==> config.mk <==
export PLATFORM = sky130hd
export DESIGN_NAME = sawp_top
export DESIGN_NICKNAME = d
export VERILOG_FILES = /design/src/sawp_pkg.sv /design/src/sawp_addr_map.sv /design/src/sawp_top.sv
export VERILOG_INCLUDE_DIRS = /design/src /design/src/src
export SDC_FILE = /design/constraint.sdc
export NUM_CORES = 1
export LEC_CHECK = 0
export BUFFER_PORTS_ARGS = -buffer_cell sky130_fd_sc_hd__buf_2
export CAP_MARGIN = 20
export CORE_AREA = 3 3 157 198
export CTS_CLUSTER_SIZE = 10
export DETAILED_ROUTE_END_ITERATION = 10
export DIE_AREA = 0 0 160 201
export GPL_ROUTABILITY_DRIVEN = 0
export HOLD_SLACK_MARGIN = 0.1
export PLACE_DENSITY = 0.79
export SYNTH_ARGS = -nofsm -noshare
export SYNTH_HDL_FRONTEND = slang
export SYNTH_HIERARCHICAL = 1
export SYNTH_SLANG_ARGS = --single-unit
==> constraint.sdc <==
create_clock -name CLK -period 5.2 [get_ports CLK]
set_input_delay 0.26 -clock CLK [delete_from_list [all_inputs] [get_ports CLK]]
set_output_delay 0.26 -clock CLK [all_outputs]
set_load 0.02 [all_outputs]
==> src/sawp_regs.svh <==
// Register offsets, field positions and reset values of the write-protect and address-map block
`ifndef SAWP_REGS_SVH
`define SAWP_REGS_SVH

`define SAWP_MODE_OFF      12'h000
`define SAWP_REFRESH_OFF   12'h004
`define SAWP_CONFIG_OFF    12'h008
`define SAWP_TIMING0_OFF   12'h00c
`define SAWP_TIMING1_OFF   12'h010
`define SAWP_TIMING2_OFF   12'h014
`define SAWP_MEMDEV_OFF    12'h020
`define SAWP_HISPEED_OFF   12'h024
`define SAWP_IRQ_STAT_OFF  12'h030
`define SAWP_IRQ_MASK_OFF  12'h034
`define SAWP_WPMR_OFF      12'h0e4
`define SAWP_WPSR_OFF      12'h0e8

`define SAWP_CFG_COL_LSB   0
`define SAWP_CFG_ROW_LSB   2
`define SAWP_CFG_MAP_BIT   4

`define SAWP_WPMR_EN_BIT   0
`define SAWP_WPSR_FLAG_BIT 0
`define SAWP_WPSR_SRC_LSB  8

`define SAWP_CONFIG_RST    32'h0000_0000
`define SAWP_REG_RST       32'h0000_0000

`define SAWP_COL_BASE      5'd1
`define SAWP_COL_MIN_W     5'd9
`define SAWP_ROW_MIN_W     5'd11
`define SAWP_BANK_W        5'd2
`define SAWP_ADDR_W        28

`endif

==> src/sawp_pkg.sv <==
// Types shared by the write-protect and address-map block
`default_nettype none
package sawp_pkg;
    typedef struct packed {
        logic [1:0] col_sel;
        logic [1:0] row_sel;
        logic interleave;
    } sawp_geom_t;

    typedef struct packed {
        logic [1:0] bank;
        logic [13:0] row;
        logic [11:0] col;
        logic byte_lane_select_bit;
    } sawp_map_t;

    typedef enum logic [2:0] {
        SAWP_IDLE = 3'b001,
        SAWP_ACCESS = 3'b010,
        SAWP_DONE = 3'b100
    } sawp_apb_st_t;
endpackage
`default_nettype wire

==> src/sawp_addr_map.sv <==
// Combinational split of a system byte address into bank, row and column
`include "sawp_regs.svh"
`default_nettype none
module sawp_addr_map (
    input wire logic [27:0] addr,
    input wire sawp_pkg::sawp_geom_t geom,
    output sawp_pkg::sawp_map_t map
);
    logic [4:0] col_w;
    logic [4:0] row_w;
    logic [4:0] above_col;
    logic [4:0] above_row;
    logic [4:0] bank_lsb;
    logic [4:0] row_lsb;
    logic [27:0] shr;
    logic [27:0] shb;
    logic [13:0] row_mask;
    logic [11:0] col_mask;

    always_comb begin
        col_w = `SAWP_COL_MIN_W + {3'b000, geom.col_sel};
        // 16K rows with 4096 columns arrive here as 8K rows, so the address stays in 28 bits
        row_w = `SAWP_ROW_MIN_W + {3'b000, geom.row_sel};
        above_col = `SAWP_COL_BASE + col_w;
        above_row = above_col + row_w;
        if (geom.interleave) begin
            bank_lsb = above_col;
            row_lsb = above_col + `SAWP_BANK_W;
        end else begin
            bank_lsb = above_row;
            row_lsb = above_col;
        end
        shr = addr >> row_lsb;
        shb = addr >> bank_lsb;
        row_mask = 14'(({14'h0001} << row_w) - 14'h0001);
        col_mask = 12'(({13'h0001} << col_w) - 13'h0001);
        map.byte_lane_select_bit = addr[0];
        map.col = addr[12:1] & col_mask;
        // Upper address bits drop out, so the image repeats
        map.row = shr[13:0] & row_mask;
        map.bank = shb[1:0];
    end
endmodule
`default_nettype wire

==> src/sawp_top.sv <==
// Register write protection and address mapping for a multiport SDRAM controller
`include "sawp_regs.svh"
`default_nettype none
module sawp_top (
    input wire logic CLK,
    input wire logic RESET_N,
    input wire logic PSEL,
    input wire logic PENABLE,
    input wire logic PWRITE,
    input wire logic [11:0] PADDR,
    input wire logic [31:0] PWDATA,
    output logic [31:0] PRDATA,
    output logic PREADY,
    output logic PSLVERR,
    output logic IRQ,
    input wire logic [27:0] SYS_ADDR,
    output logic [1:0] MAP_BANK,
    output logic [13:0] MAP_ROW,
    output logic [11:0] MAP_COL,
    output logic MAP_BYTE_LANE,
    output logic [31:0] MODE_CFG,
    output logic [31:0] REFRESH_CFG
);
    logic [31:0] regs_ff [0:7];
    logic protect_enable_bit_ff;
    logic protect_violation_flag_ff;
    logic [3:0] violation_source_field_ff;
    logic irq_stat_ff;
    logic irq_mask_ff;
    logic [31:0] prdata_ff;
    logic pready_ff;
    logic pslverr_ff;
    logic irq_ff;
    logic [1:0] bank_ff;
    logic [13:0] row_ff;
    logic [11:0] col_ff;
    logic lane_ff;
    logic [31:0] nxt_prdata;
    logic nxt_slverr;
    logic prot_hit;
    logic [2:0] prot_idx;
    logic wr_take;
    logic rd_take;
    logic blocked;
    logic status_read;
    sawp_pkg::sawp_geom_t geom;
    sawp_pkg::sawp_map_t map;
    logic [1:0] row_sel_raw;

    // One-wait answer: access phase gets PREADY in its second cycle
    assign wr_take = PSEL && PENABLE && pready_ff && PWRITE;
    assign rd_take = PSEL && PENABLE && pready_ff && !PWRITE;

    always_comb begin
        prot_hit = 1'b1;
        prot_idx = 3'd0;
        unique case (PADDR)
            `SAWP_MODE_OFF: prot_idx = 3'd0;
            `SAWP_REFRESH_OFF: prot_idx = 3'd1;
            `SAWP_CONFIG_OFF: prot_idx = 3'd2;
            `SAWP_TIMING0_OFF: prot_idx = 3'd3;
            `SAWP_TIMING1_OFF: prot_idx = 3'd4;
            `SAWP_TIMING2_OFF: prot_idx = 3'd5;
            `SAWP_MEMDEV_OFF: prot_idx = 3'd6;
            `SAWP_HISPEED_OFF: prot_idx = 3'd7;
            default: prot_hit = 1'b0;
        endcase
    end

    assign blocked = wr_take && prot_hit && protect_enable_bit_ff;
    assign status_read = rd_take && PADDR == `SAWP_WPSR_OFF;

    always_comb begin
        nxt_prdata = 32'h0000_0000;
        nxt_slverr = 1'b0;
        if (prot_hit) begin
            nxt_prdata = regs_ff[prot_idx];
        end else begin
            unique case (PADDR)
                `SAWP_WPMR_OFF: nxt_prdata[`SAWP_WPMR_EN_BIT] = protect_enable_bit_ff;
                `SAWP_WPSR_OFF: begin
                    nxt_prdata[`SAWP_WPSR_FLAG_BIT] = protect_violation_flag_ff;
                    nxt_prdata[`SAWP_WPSR_SRC_LSB +: 4] = violation_source_field_ff;
                end
                `SAWP_IRQ_STAT_OFF: nxt_prdata[0] = irq_stat_ff;
                `SAWP_IRQ_MASK_OFF: nxt_prdata[0] = irq_mask_ff;
                default: nxt_slverr = 1'b1;
            endcase
        end
    end

    // APB answer: PREADY pulses in the second access cycle
    always_ff @(posedge CLK or negedge RESET_N) begin
        if (!RESET_N) begin
            pready_ff <= 1'b0;
            prdata_ff <= 32'h0000_0000;
            pslverr_ff <= 1'b0;
        end else begin
            pready_ff <= PSEL && PENABLE && !pready_ff;
            if (PSEL && PENABLE && !pready_ff) begin
                prdata_ff <= PWRITE ? 32'h0000_0000 : nxt_prdata;
                pslverr_ff <= nxt_slverr;
            end else begin
                pslverr_ff <= 1'b0;
            end
        end
    end

    always_ff @(posedge CLK or negedge RESET_N) begin
        if (!RESET_N) begin
            for (int i = 0; i < 8; i++) begin
                regs_ff[i] <= `SAWP_REG_RST;
            end
        end else if (wr_take && prot_hit && !blocked) begin
            regs_ff[prot_idx] <= PWDATA;
        end
    end

    always_ff @(posedge CLK or negedge RESET_N) begin
        if (!RESET_N) begin
            protect_enable_bit_ff <= 1'b0;
        end else if (wr_take && PADDR == `SAWP_WPMR_OFF) begin
            protect_enable_bit_ff <= PWDATA[`SAWP_WPMR_EN_BIT];
        end
    end

    // A new violation in the reading cycle wins over the clear
    always_ff @(posedge CLK or negedge RESET_N) begin
        if (!RESET_N) begin
            protect_violation_flag_ff <= 1'b0;
            violation_source_field_ff <= 4'h0;
        end else if (blocked) begin
            protect_violation_flag_ff <= 1'b1;
            violation_source_field_ff <= PADDR[5:2];
        end else if (status_read) begin
            protect_violation_flag_ff <= 1'b0;
        end
    end

    always_ff @(posedge CLK or negedge RESET_N) begin
        if (!RESET_N) begin
            irq_stat_ff <= 1'b0;
            irq_mask_ff <= 1'b0;
            irq_ff <= 1'b0;
        end else begin
            if (blocked) begin
                irq_stat_ff <= 1'b1;
            end else if (wr_take && PADDR == `SAWP_IRQ_STAT_OFF && PWDATA[0]) begin
                irq_stat_ff <= 1'b0;
            end
            if (wr_take && PADDR == `SAWP_IRQ_MASK_OFF) begin
                irq_mask_ff <= PWDATA[0];
            end
            irq_ff <= irq_stat_ff && irq_mask_ff;
        end
    end

    // 16K rows with 4096 columns would overflow 28 bits; fall back to 8K rows
    always_comb begin
        row_sel_raw = regs_ff[2][`SAWP_CFG_ROW_LSB +: 2];
        geom.col_sel = regs_ff[2][`SAWP_CFG_COL_LSB +: 2];
        geom.interleave = regs_ff[2][`SAWP_CFG_MAP_BIT];
        geom.row_sel = (row_sel_raw == 2'd3 && geom.col_sel == 2'd3) ? 2'd2 : row_sel_raw;
    end

    sawp_addr_map u_map (
        .addr(SYS_ADDR),
        .geom(geom),
        .map(map)
    );

    // SYS_ADDR comes from same-clock logic; result registered one cycle later
    always_ff @(posedge CLK or negedge RESET_N) begin
        if (!RESET_N) begin
            bank_ff <= 2'b00;
            row_ff <= 14'h0000;
            col_ff <= 12'h000;
            lane_ff <= 1'b0;
        end else begin
            bank_ff <= map.bank;
            row_ff <= map.row;
            col_ff <= map.col;
            lane_ff <= map.byte_lane_select_bit;
        end
    end

    assign PRDATA = prdata_ff;
    assign PREADY = pready_ff;
    assign PSLVERR = pslverr_ff;
    assign IRQ = irq_ff;
    assign MAP_BANK = bank_ff;
    assign MAP_ROW = row_ff;
    assign MAP_COL = col_ff;
    assign MAP_BYTE_LANE = lane_ff;
    assign MODE_CFG = regs_ff[0];
    assign REFRESH_CFG = regs_ff[1];
endmodule
`default_nettype wire

==> flow_metrics.env, run 1 <==
export IMPL_status="finished, final reports clean"
export IMPL_synth_fp_nets=1502
export IMPL_synth_seq_cells=328
export IMPL_use_met1=0.347
export IMPL_cts_tree="built"
export IMPL_final_hold_viol_count=0
export IMPL_dp_cells=1865
export IMPL_antenna_left=0
export IMPL_dpl_worst_slack_ns=0.923
export IMPL_setup_violations=0
export IMPL_drt_wl_total_um=45200
export IMPL_syn_inst=1408
export IMPL_die_x_um=160
export IMPL_antenna_found_initial=3
export IMPL_hold_ws_ns=0.127
export IMPL_post_drt_wl_per_cell_um=23.1
export IMPL_cts_sinks=328
export IMPL_power_mw=5.27
export IMPL_top_usage_layer="met2"
export IMPL_multiInputGateArea_um2=7730
export IMPL_start_util=0.580
export IMPL_maxCapViolations=0
export IMPL_syn2layout_area_growth_pct=13.3
export IMPL_numCtsBuffers=39
export IMPL_period_share=0.842
export IMPL_final_common_cell="dfrtp_1"
export IMPL_drive_above_1_share=0.366
export IMPL_drt_iter0_drc=1062
export IMPL_regArea_um2=8210
export IMPL_dieArea_um2=32200
export IMPL_route_detailed_drc=0
export IMPL_p_leak_nw=9.53
export IMPL_powerDensity_nw_per_um2=274
export IMPL_end_kind="flip-flop"
export IMPL_fill_cells=2230
export IMPL_place_area_um2=17700
export IMPL_synth_seq_area_share=0.484
export IMPL_postCtsHoldBufs=42
export IMPL_critPathKind="flip-flop to flip-flop"
export IMPL_synthArstFlopShare=1.00
export IMPL_vias=12351
export IMPL_netlist_area_um2=17000
export IMPL_layout_common_cells="dfrtp_1 (327), mux2_2 (241), buf_2 (203)"
export IMPL_dr_pass1_iters=6
export IMPL_row_count=70
export IMPL_worstPathRequired_ns=5.58
export IMPL_postCtsSetupBuffers=0
export IMPL_worstHoldPathType="input port to flip-flop"
export IMPL_clk_path_buf_depth=3
export IMPL_rsz0062_at_grt="no"
export IMPL_syn_area_per_cell_um2=12.0
export IMPL_cp_max_fo=15
export IMPL_crit_arrival_ns=4.76
export IMPL_die_y_um=201
export IMPL_final_area_um2=19200
export IMPL_tightest_slew_ns=1.16
export IMPL_core_um2=29300
export IMPL_irDropWorstVdd_v=0.000278
export IMPL_overflow=0
export IMPL_fin_cells=1957
export IMPL_vias_per_cell=6.31
export IMPL_clk_pin_slew_ns=0.06
export IMPL_critPathLaunchType="flip-flop"
export IMPL_slew_headroom=0.225
export IMPL_clock_latency_ns=0.52
export IMPL_grt_pass1_vias=12627
export IMPL_use_met2=0.472
export IMPL_grt_usage=0.276
export IMPL_clock_skew_ns=0.0114
export IMPL_synth_edf_count=0
export IMPL_timing_final_ws_setup_ns=0.821
export IMPL_nets=1646
export IMPL_yosys_warnings=6
export IMPL_hpwlAfterDp_um=28300
export IMPL_slew_viol_final=0
export IMPL_synth_ff_type="dfrtp_1"
export IMPL_grt_pass1_wl_um=70900
export IMPL_grt_max_degree=127
export IMPL_max_clock_freq_mhz=228
export IMPL_fin_setup_tns_ns=0
export IMPL_post_route_util=0.657
export IMPL_postCtsResizedCells=0
export IMPL_fin_crit_ns=4.38
export IMPL_cts_root_buf="clkbuf_16"
export IMPL_io_pins=205
export IMPL_use_met3=0.0530
export IMPL_synth_distinct_cells=74
export IMPL_portBuffers=204
export IMPL_htreeDepth=2
-- critical path, stage by stage (launching register included) --
cell and delay, ns:
dfrtp_2 0.62, clkinv_1 0.36, ha_1 0.49, xnor2_2 0.42, xnor2_1 0.13, ha_1 0.36
mux2i_4 0.56, mux4_2 0.58, nor3b_1 0.15, a2111oi_0 0.46, a211oi_1 0.10
-- final cells by class --
type,instances,area share
diodes,3,0.000391
clock buffers,44,0.0523
clock inverters,3,0.00228
inverters,12,0.00234
multi-input cells,898,0.402
flip-flops and latches,328,0.427
well taps,396,0.0258
repair buffers,273,0.0874
-- synth_stat cells (all sizes together), types with 7 or more instances --
| library cell | number | area share |
|---|---|---|
| nor4 | 7 | 0.0044 |
| a31oi | 7 | 0.0026 |
| xnor2 | 7 | 0.0045 |
| mux2i | 58 | 0.036 |
| ha | 17 | 0.013 |
| nand3 | 7 | 0.0021 |
| buf | 116 | 0.048 |
| mux2 | 278 | 0.18 |
| mux4 | 32 | 0.043 |
| inv | 11 | 0.0024 |
| nor3 | 22 | 0.0080 |
| or4 | 9 | 0.0040 |
| a21oi | 48 | 0.014 |
| clkbuf | 54 | 0.012 |
| o221ai | 13 | 0.0067 |
| a22o | 16 | 0.0083 |
| dfrtp | 328 | 0.48 |
| o31ai | 27 | 0.012 |
| nand2 | 74 | 0.016 |
| o22ai | 51 | 0.019 |
| and2 | 7 | 0.0026 |
| nor2 | 94 | 0.021 |
| nor2b | 9 | 0.0033 |
| o21ai | 41 | 0.012 |
-- worst paths after layout --
path	start	to	slack, ns	cells after the start
worst min register to register	PRDATA[26]	PRDATA[26]	0.48	2
worst max register to register	geom[3]	MAP_BANK[0]	0.82	10
worst max-delay path	geom[3]	MAP_BANK[0]	0.82	10
max in group asynchronous	RESET_N	MODE_CFG[9]	3.49	3
worst min-delay path	PWDATA[4]	REFRESH_CFG[4]	0.13	2
min in group asynchronous	RESET_N	MAP_COL[3]	0.35	2
-- metal layers --
metal	vias up	wire length [um]
li1	5384	-
met1	6266	17600
met2	578	22500
met3	121	3290
met4	2	1740
met5	-	13
-- logic make-up after synthesis --
group                      count (synthesis)  share of synthesized area
DFF                                      328                      0.484
AOI/OAI and AO/OA                        238                     0.0926
muxes                                    368                      0.264
and+or+nand+nor                          261                     0.0750
adders and majority gates                 18                     0.0131
xor gates and xnor gates                  13                    0.00848
buffers and inverters                    182                     0.0632
-- sequential cells by signal (all words and copies together) (netlist names) --
| name | count |
|---|---|
| MAP_COL | 12 |
| geom | 3 |
| MODE_CFG | 32 |
| MAP_BYTE_LANE | 1 |
| regs_ff | 189 |
| PSLVERR | 1 |
| irq_stat_ff | 1 |
| protect_violation_flag_ff | 1 |
| irq_mask_ff | 1 |
| violation_source_field_ff | 4 |
| PRDATA | 32 |
| IRQ | 1 |
| MAP_BANK | 2 |
| REFRESH_CFG | 32 |
| MAP_ROW | 14 |
| protect_enable_bit_ff | 1 |
| PREADY | 1 |
-- power breakdown --
| part | leakage [nW] | switching, mW | internal, mW |
|---|---|---|---|
| logic | 4.49 | 0.228 | 0.117 |
| registers | 4.52 | 0.00295 | 2.57 |
| clock network | 0.515 | 0.959 | 1.40 |
| total | 9.53 | 1.19 | 4.08 |
Power figures use the tool's default switching activity.
==> inputs of run 2 (changes only) <==
==> constraint.sdc (replaced) <==
create_clock -name CLK -period 4.32 [get_ports CLK]
set_input_delay 0.216 -clock CLK [delete_from_list [all_inputs] [get_ports CLK]]
set_output_delay 0.216 -clock CLK [all_outputs]
set_load 0.02 [all_outputs]
==> run 2 against run 1 <==
Effect of this change: largest power group unchanged; cell count is 0.46% higher; first-iteration DRC count is 24% higher; cell area is 0.51% higher.
==> flow_metrics.env, run 2 (same netlist as run 1, synthesis figures left out) <==
export IMPL_fill_cells=2207
export IMPL_max_clock_freq_mhz=276
export IMPL_postCtsHoldBufs=49
export IMPL_critPathLaunchType="flip-flop"
export IMPL_die_y_um=201
export IMPL_start_util=0.580
export IMPL_end_kind="flip-flop"
export IMPL_slowest_stage="mux4_2"
export IMPL_cp_common_cell="ha_1"
export IMPL_power_mw=6.30
export IMPL_dpl_worst_slack_ns=0.767
export IMPL_io_pins=205
export IMPL_numCtsBuffers=39
export IMPL_die_x_um=160
export IMPL_grt_pass1_vias=12881
export IMPL_largest_register_ffs=189
export IMPL_reg2reg_from="geom[4]"
export IMPL_grt_max_degree=113
export IMPL_tightest_slew_ns=1.13
export IMPL_final_hold_viol_count=0
export IMPL_final_common_cell="dfrtp_1"
export IMPL_row_count=70
export IMPL_crit_arrival_ns=3.99
export IMPL_critPathKind="flip-flop to flip-flop"
export IMPL_top_usage_layer="met2"
export IMPL_cts_sinks=328
export IMPL_syn2layout_area_growth_pct=13.9
export IMPL_grt_usage=0.284
export IMPL_setup_violations=0
export IMPL_drive_above_1_share=0.367
export IMPL_p_leak_nw=9.57
export IMPL_dr_pass1_iters=5
export IMPL_cts_root_buf="clkbuf_16"
export IMPL_portBuffers=204
export IMPL_antenna_found_initial=1
export IMPL_slew_headroom=0.244
export IMPL_period_share=0.837
export IMPL_regArea_um2=8210
export IMPL_clk_pin_slew_ns=0.06
export IMPL_hold_start="PWDATA[0]"
export IMPL_fin_crit_ns=3.62
export IMPL_layout_common_cells="dfrtp_1 (327), mux2_2 (241), buf_2 (203)"
export IMPL_use_met3=0.0615
export IMPL_grt_pass1_wl_um=72500
export IMPL_fin_setup_tns_ns=0
export IMPL_slew_viol_final=0
export IMPL_maxCapViolations=0
export IMPL_worstPathRequired_ns=4.69
export IMPL_rsz0062_at_grt="no"
export IMPL_crit_start="geom[4]"
export IMPL_postCtsResizedCells=0
export IMPL_largest_register="regs_ff"
export IMPL_postCtsSetupBuffers=0
export IMPL_hold_ws_ns=0.143
export IMPL_clk_path_buf_depth=3
export IMPL_antenna_left=0
export IMPL_htreeDepth=2
export IMPL_route_detailed_drc=0
export IMPL_post_route_util=0.660
export IMPL_post_drt_wl_per_cell_um=23.6
export IMPL_vias_per_cell=6.36
export IMPL_path_cells="a31oi_1, inv_1, ha_1, xnor2_1, ha_1, mux2i_4, mux4_2, nor3b_1, a2111oi_0, a211oi_1"
export IMPL_irDropWorstVdd_v=0.000335
export IMPL_cp_top_family="compound AO/OA/AOI/OAI gates"
export IMPL_dieArea_um2=32200
export IMPL_vias=12513
export IMPL_use_met1=0.349
export IMPL_drt_wl_total_um=46400
export IMPL_use_met2=0.481
export IMPL_clock_latency_ns=0.53
export IMPL_status="finished, final reports clean"
export IMPL_cts_tree="built"
export IMPL_path_buf_inv=1
export IMPL_crit_path_max_incr_delay_ns=0.55
export IMPL_nets=1659
export IMPL_hpwlAfterDp_um=28700
export IMPL_powerDensity_nw_per_um2=326
export IMPL_timing_final_ws_setup_ns=0.702
export IMPL_clock_skew_ns=0.0136
export IMPL_core_um2=29300
export IMPL_cp_max_fo=7
export IMPL_overflow=0
export IMPL_multiInputGateArea_um2=7740
export IMPL_worstHoldPathType="input port to flip-flop"
export IMPL_drt_iter0_drc=1317
==> run 2: area by class of cell <==
cell class / count / area share
multi-input cells: 898 / 0.400
clock buffers: 41 / 0.0509
flip-flops and latches: 328 / 0.425
clock inverters: 4 / 0.00136
well taps: 396 / 0.0256
inverters: 12 / 0.00233
repair buffers: 286 / 0.0942
diodes: 1 / 0.000130
==> run 2: path summary, 6_finish.rpt <==
| path | to | slack, ns | cells past startpoint |
|---|---|---|---|
| setup / recovery | MAP_BANK[0] | 0.70 | 10 |
| hold / removal | irq_stat_ff | 0.14 | 3 |
| setup reg to reg | MAP_BANK[0] | 0.70 | 10 |
| hold reg to reg | PRDATA[23] | 0.48 | 2 |
| max in group asynchronous | REFRESH_CFG[26] | 2.91 | 3 |
| min in group asynchronous | MAP_COL[4] | 0.35 | 2 |
==> run 2: report_power, final <==
| group | switching (mW) | total (mW) | internal (mW) | leakage, nW |
|---|---|---|---|---|
| combinational | 0.280 | 0.427 | 0.147 | 4.55 |
| clock | 1.18 | 2.78 | 1.60 | 0.495 |
| sequential | 0.00394 | 3.09 | 3.09 | 4.52 |
| total | 1.46 | 6.30 | 4.84 | 9.57 |
==> run 2: routing by layer <==
metal / up-vias / part of all wire
met3: 164 / 0.081
met2: 659 / 0.49
met5: - / 0
met1: 6294 / 0.38
li1: 5396 / -
met4: 0 / 0.046
==> run 2: per-stage QoR <==
step           instance area (um^2)  std cells
2_1_floorplan                 17000       1408
3_3_place_gp                  17800       1871
3_5_place_dp                  17800       1871
4_1_cts                       19300       1965
5_1_grt                       19300       1966
6_report                      19300       1966
==> run 2: worst register-to-register path: stages, from the launching register on <==
cell       delay, ns
dfrtp_1         0.44
a31oi_1         0.41
inv_1           0.18
ha_1            0.37
xnor2_1         0.15
ha_1            0.34
mux2i_4         0.33
mux4_2          0.55
nor3b_1         0.15
a2111oi_0       0.46
a211oi_1        0.10
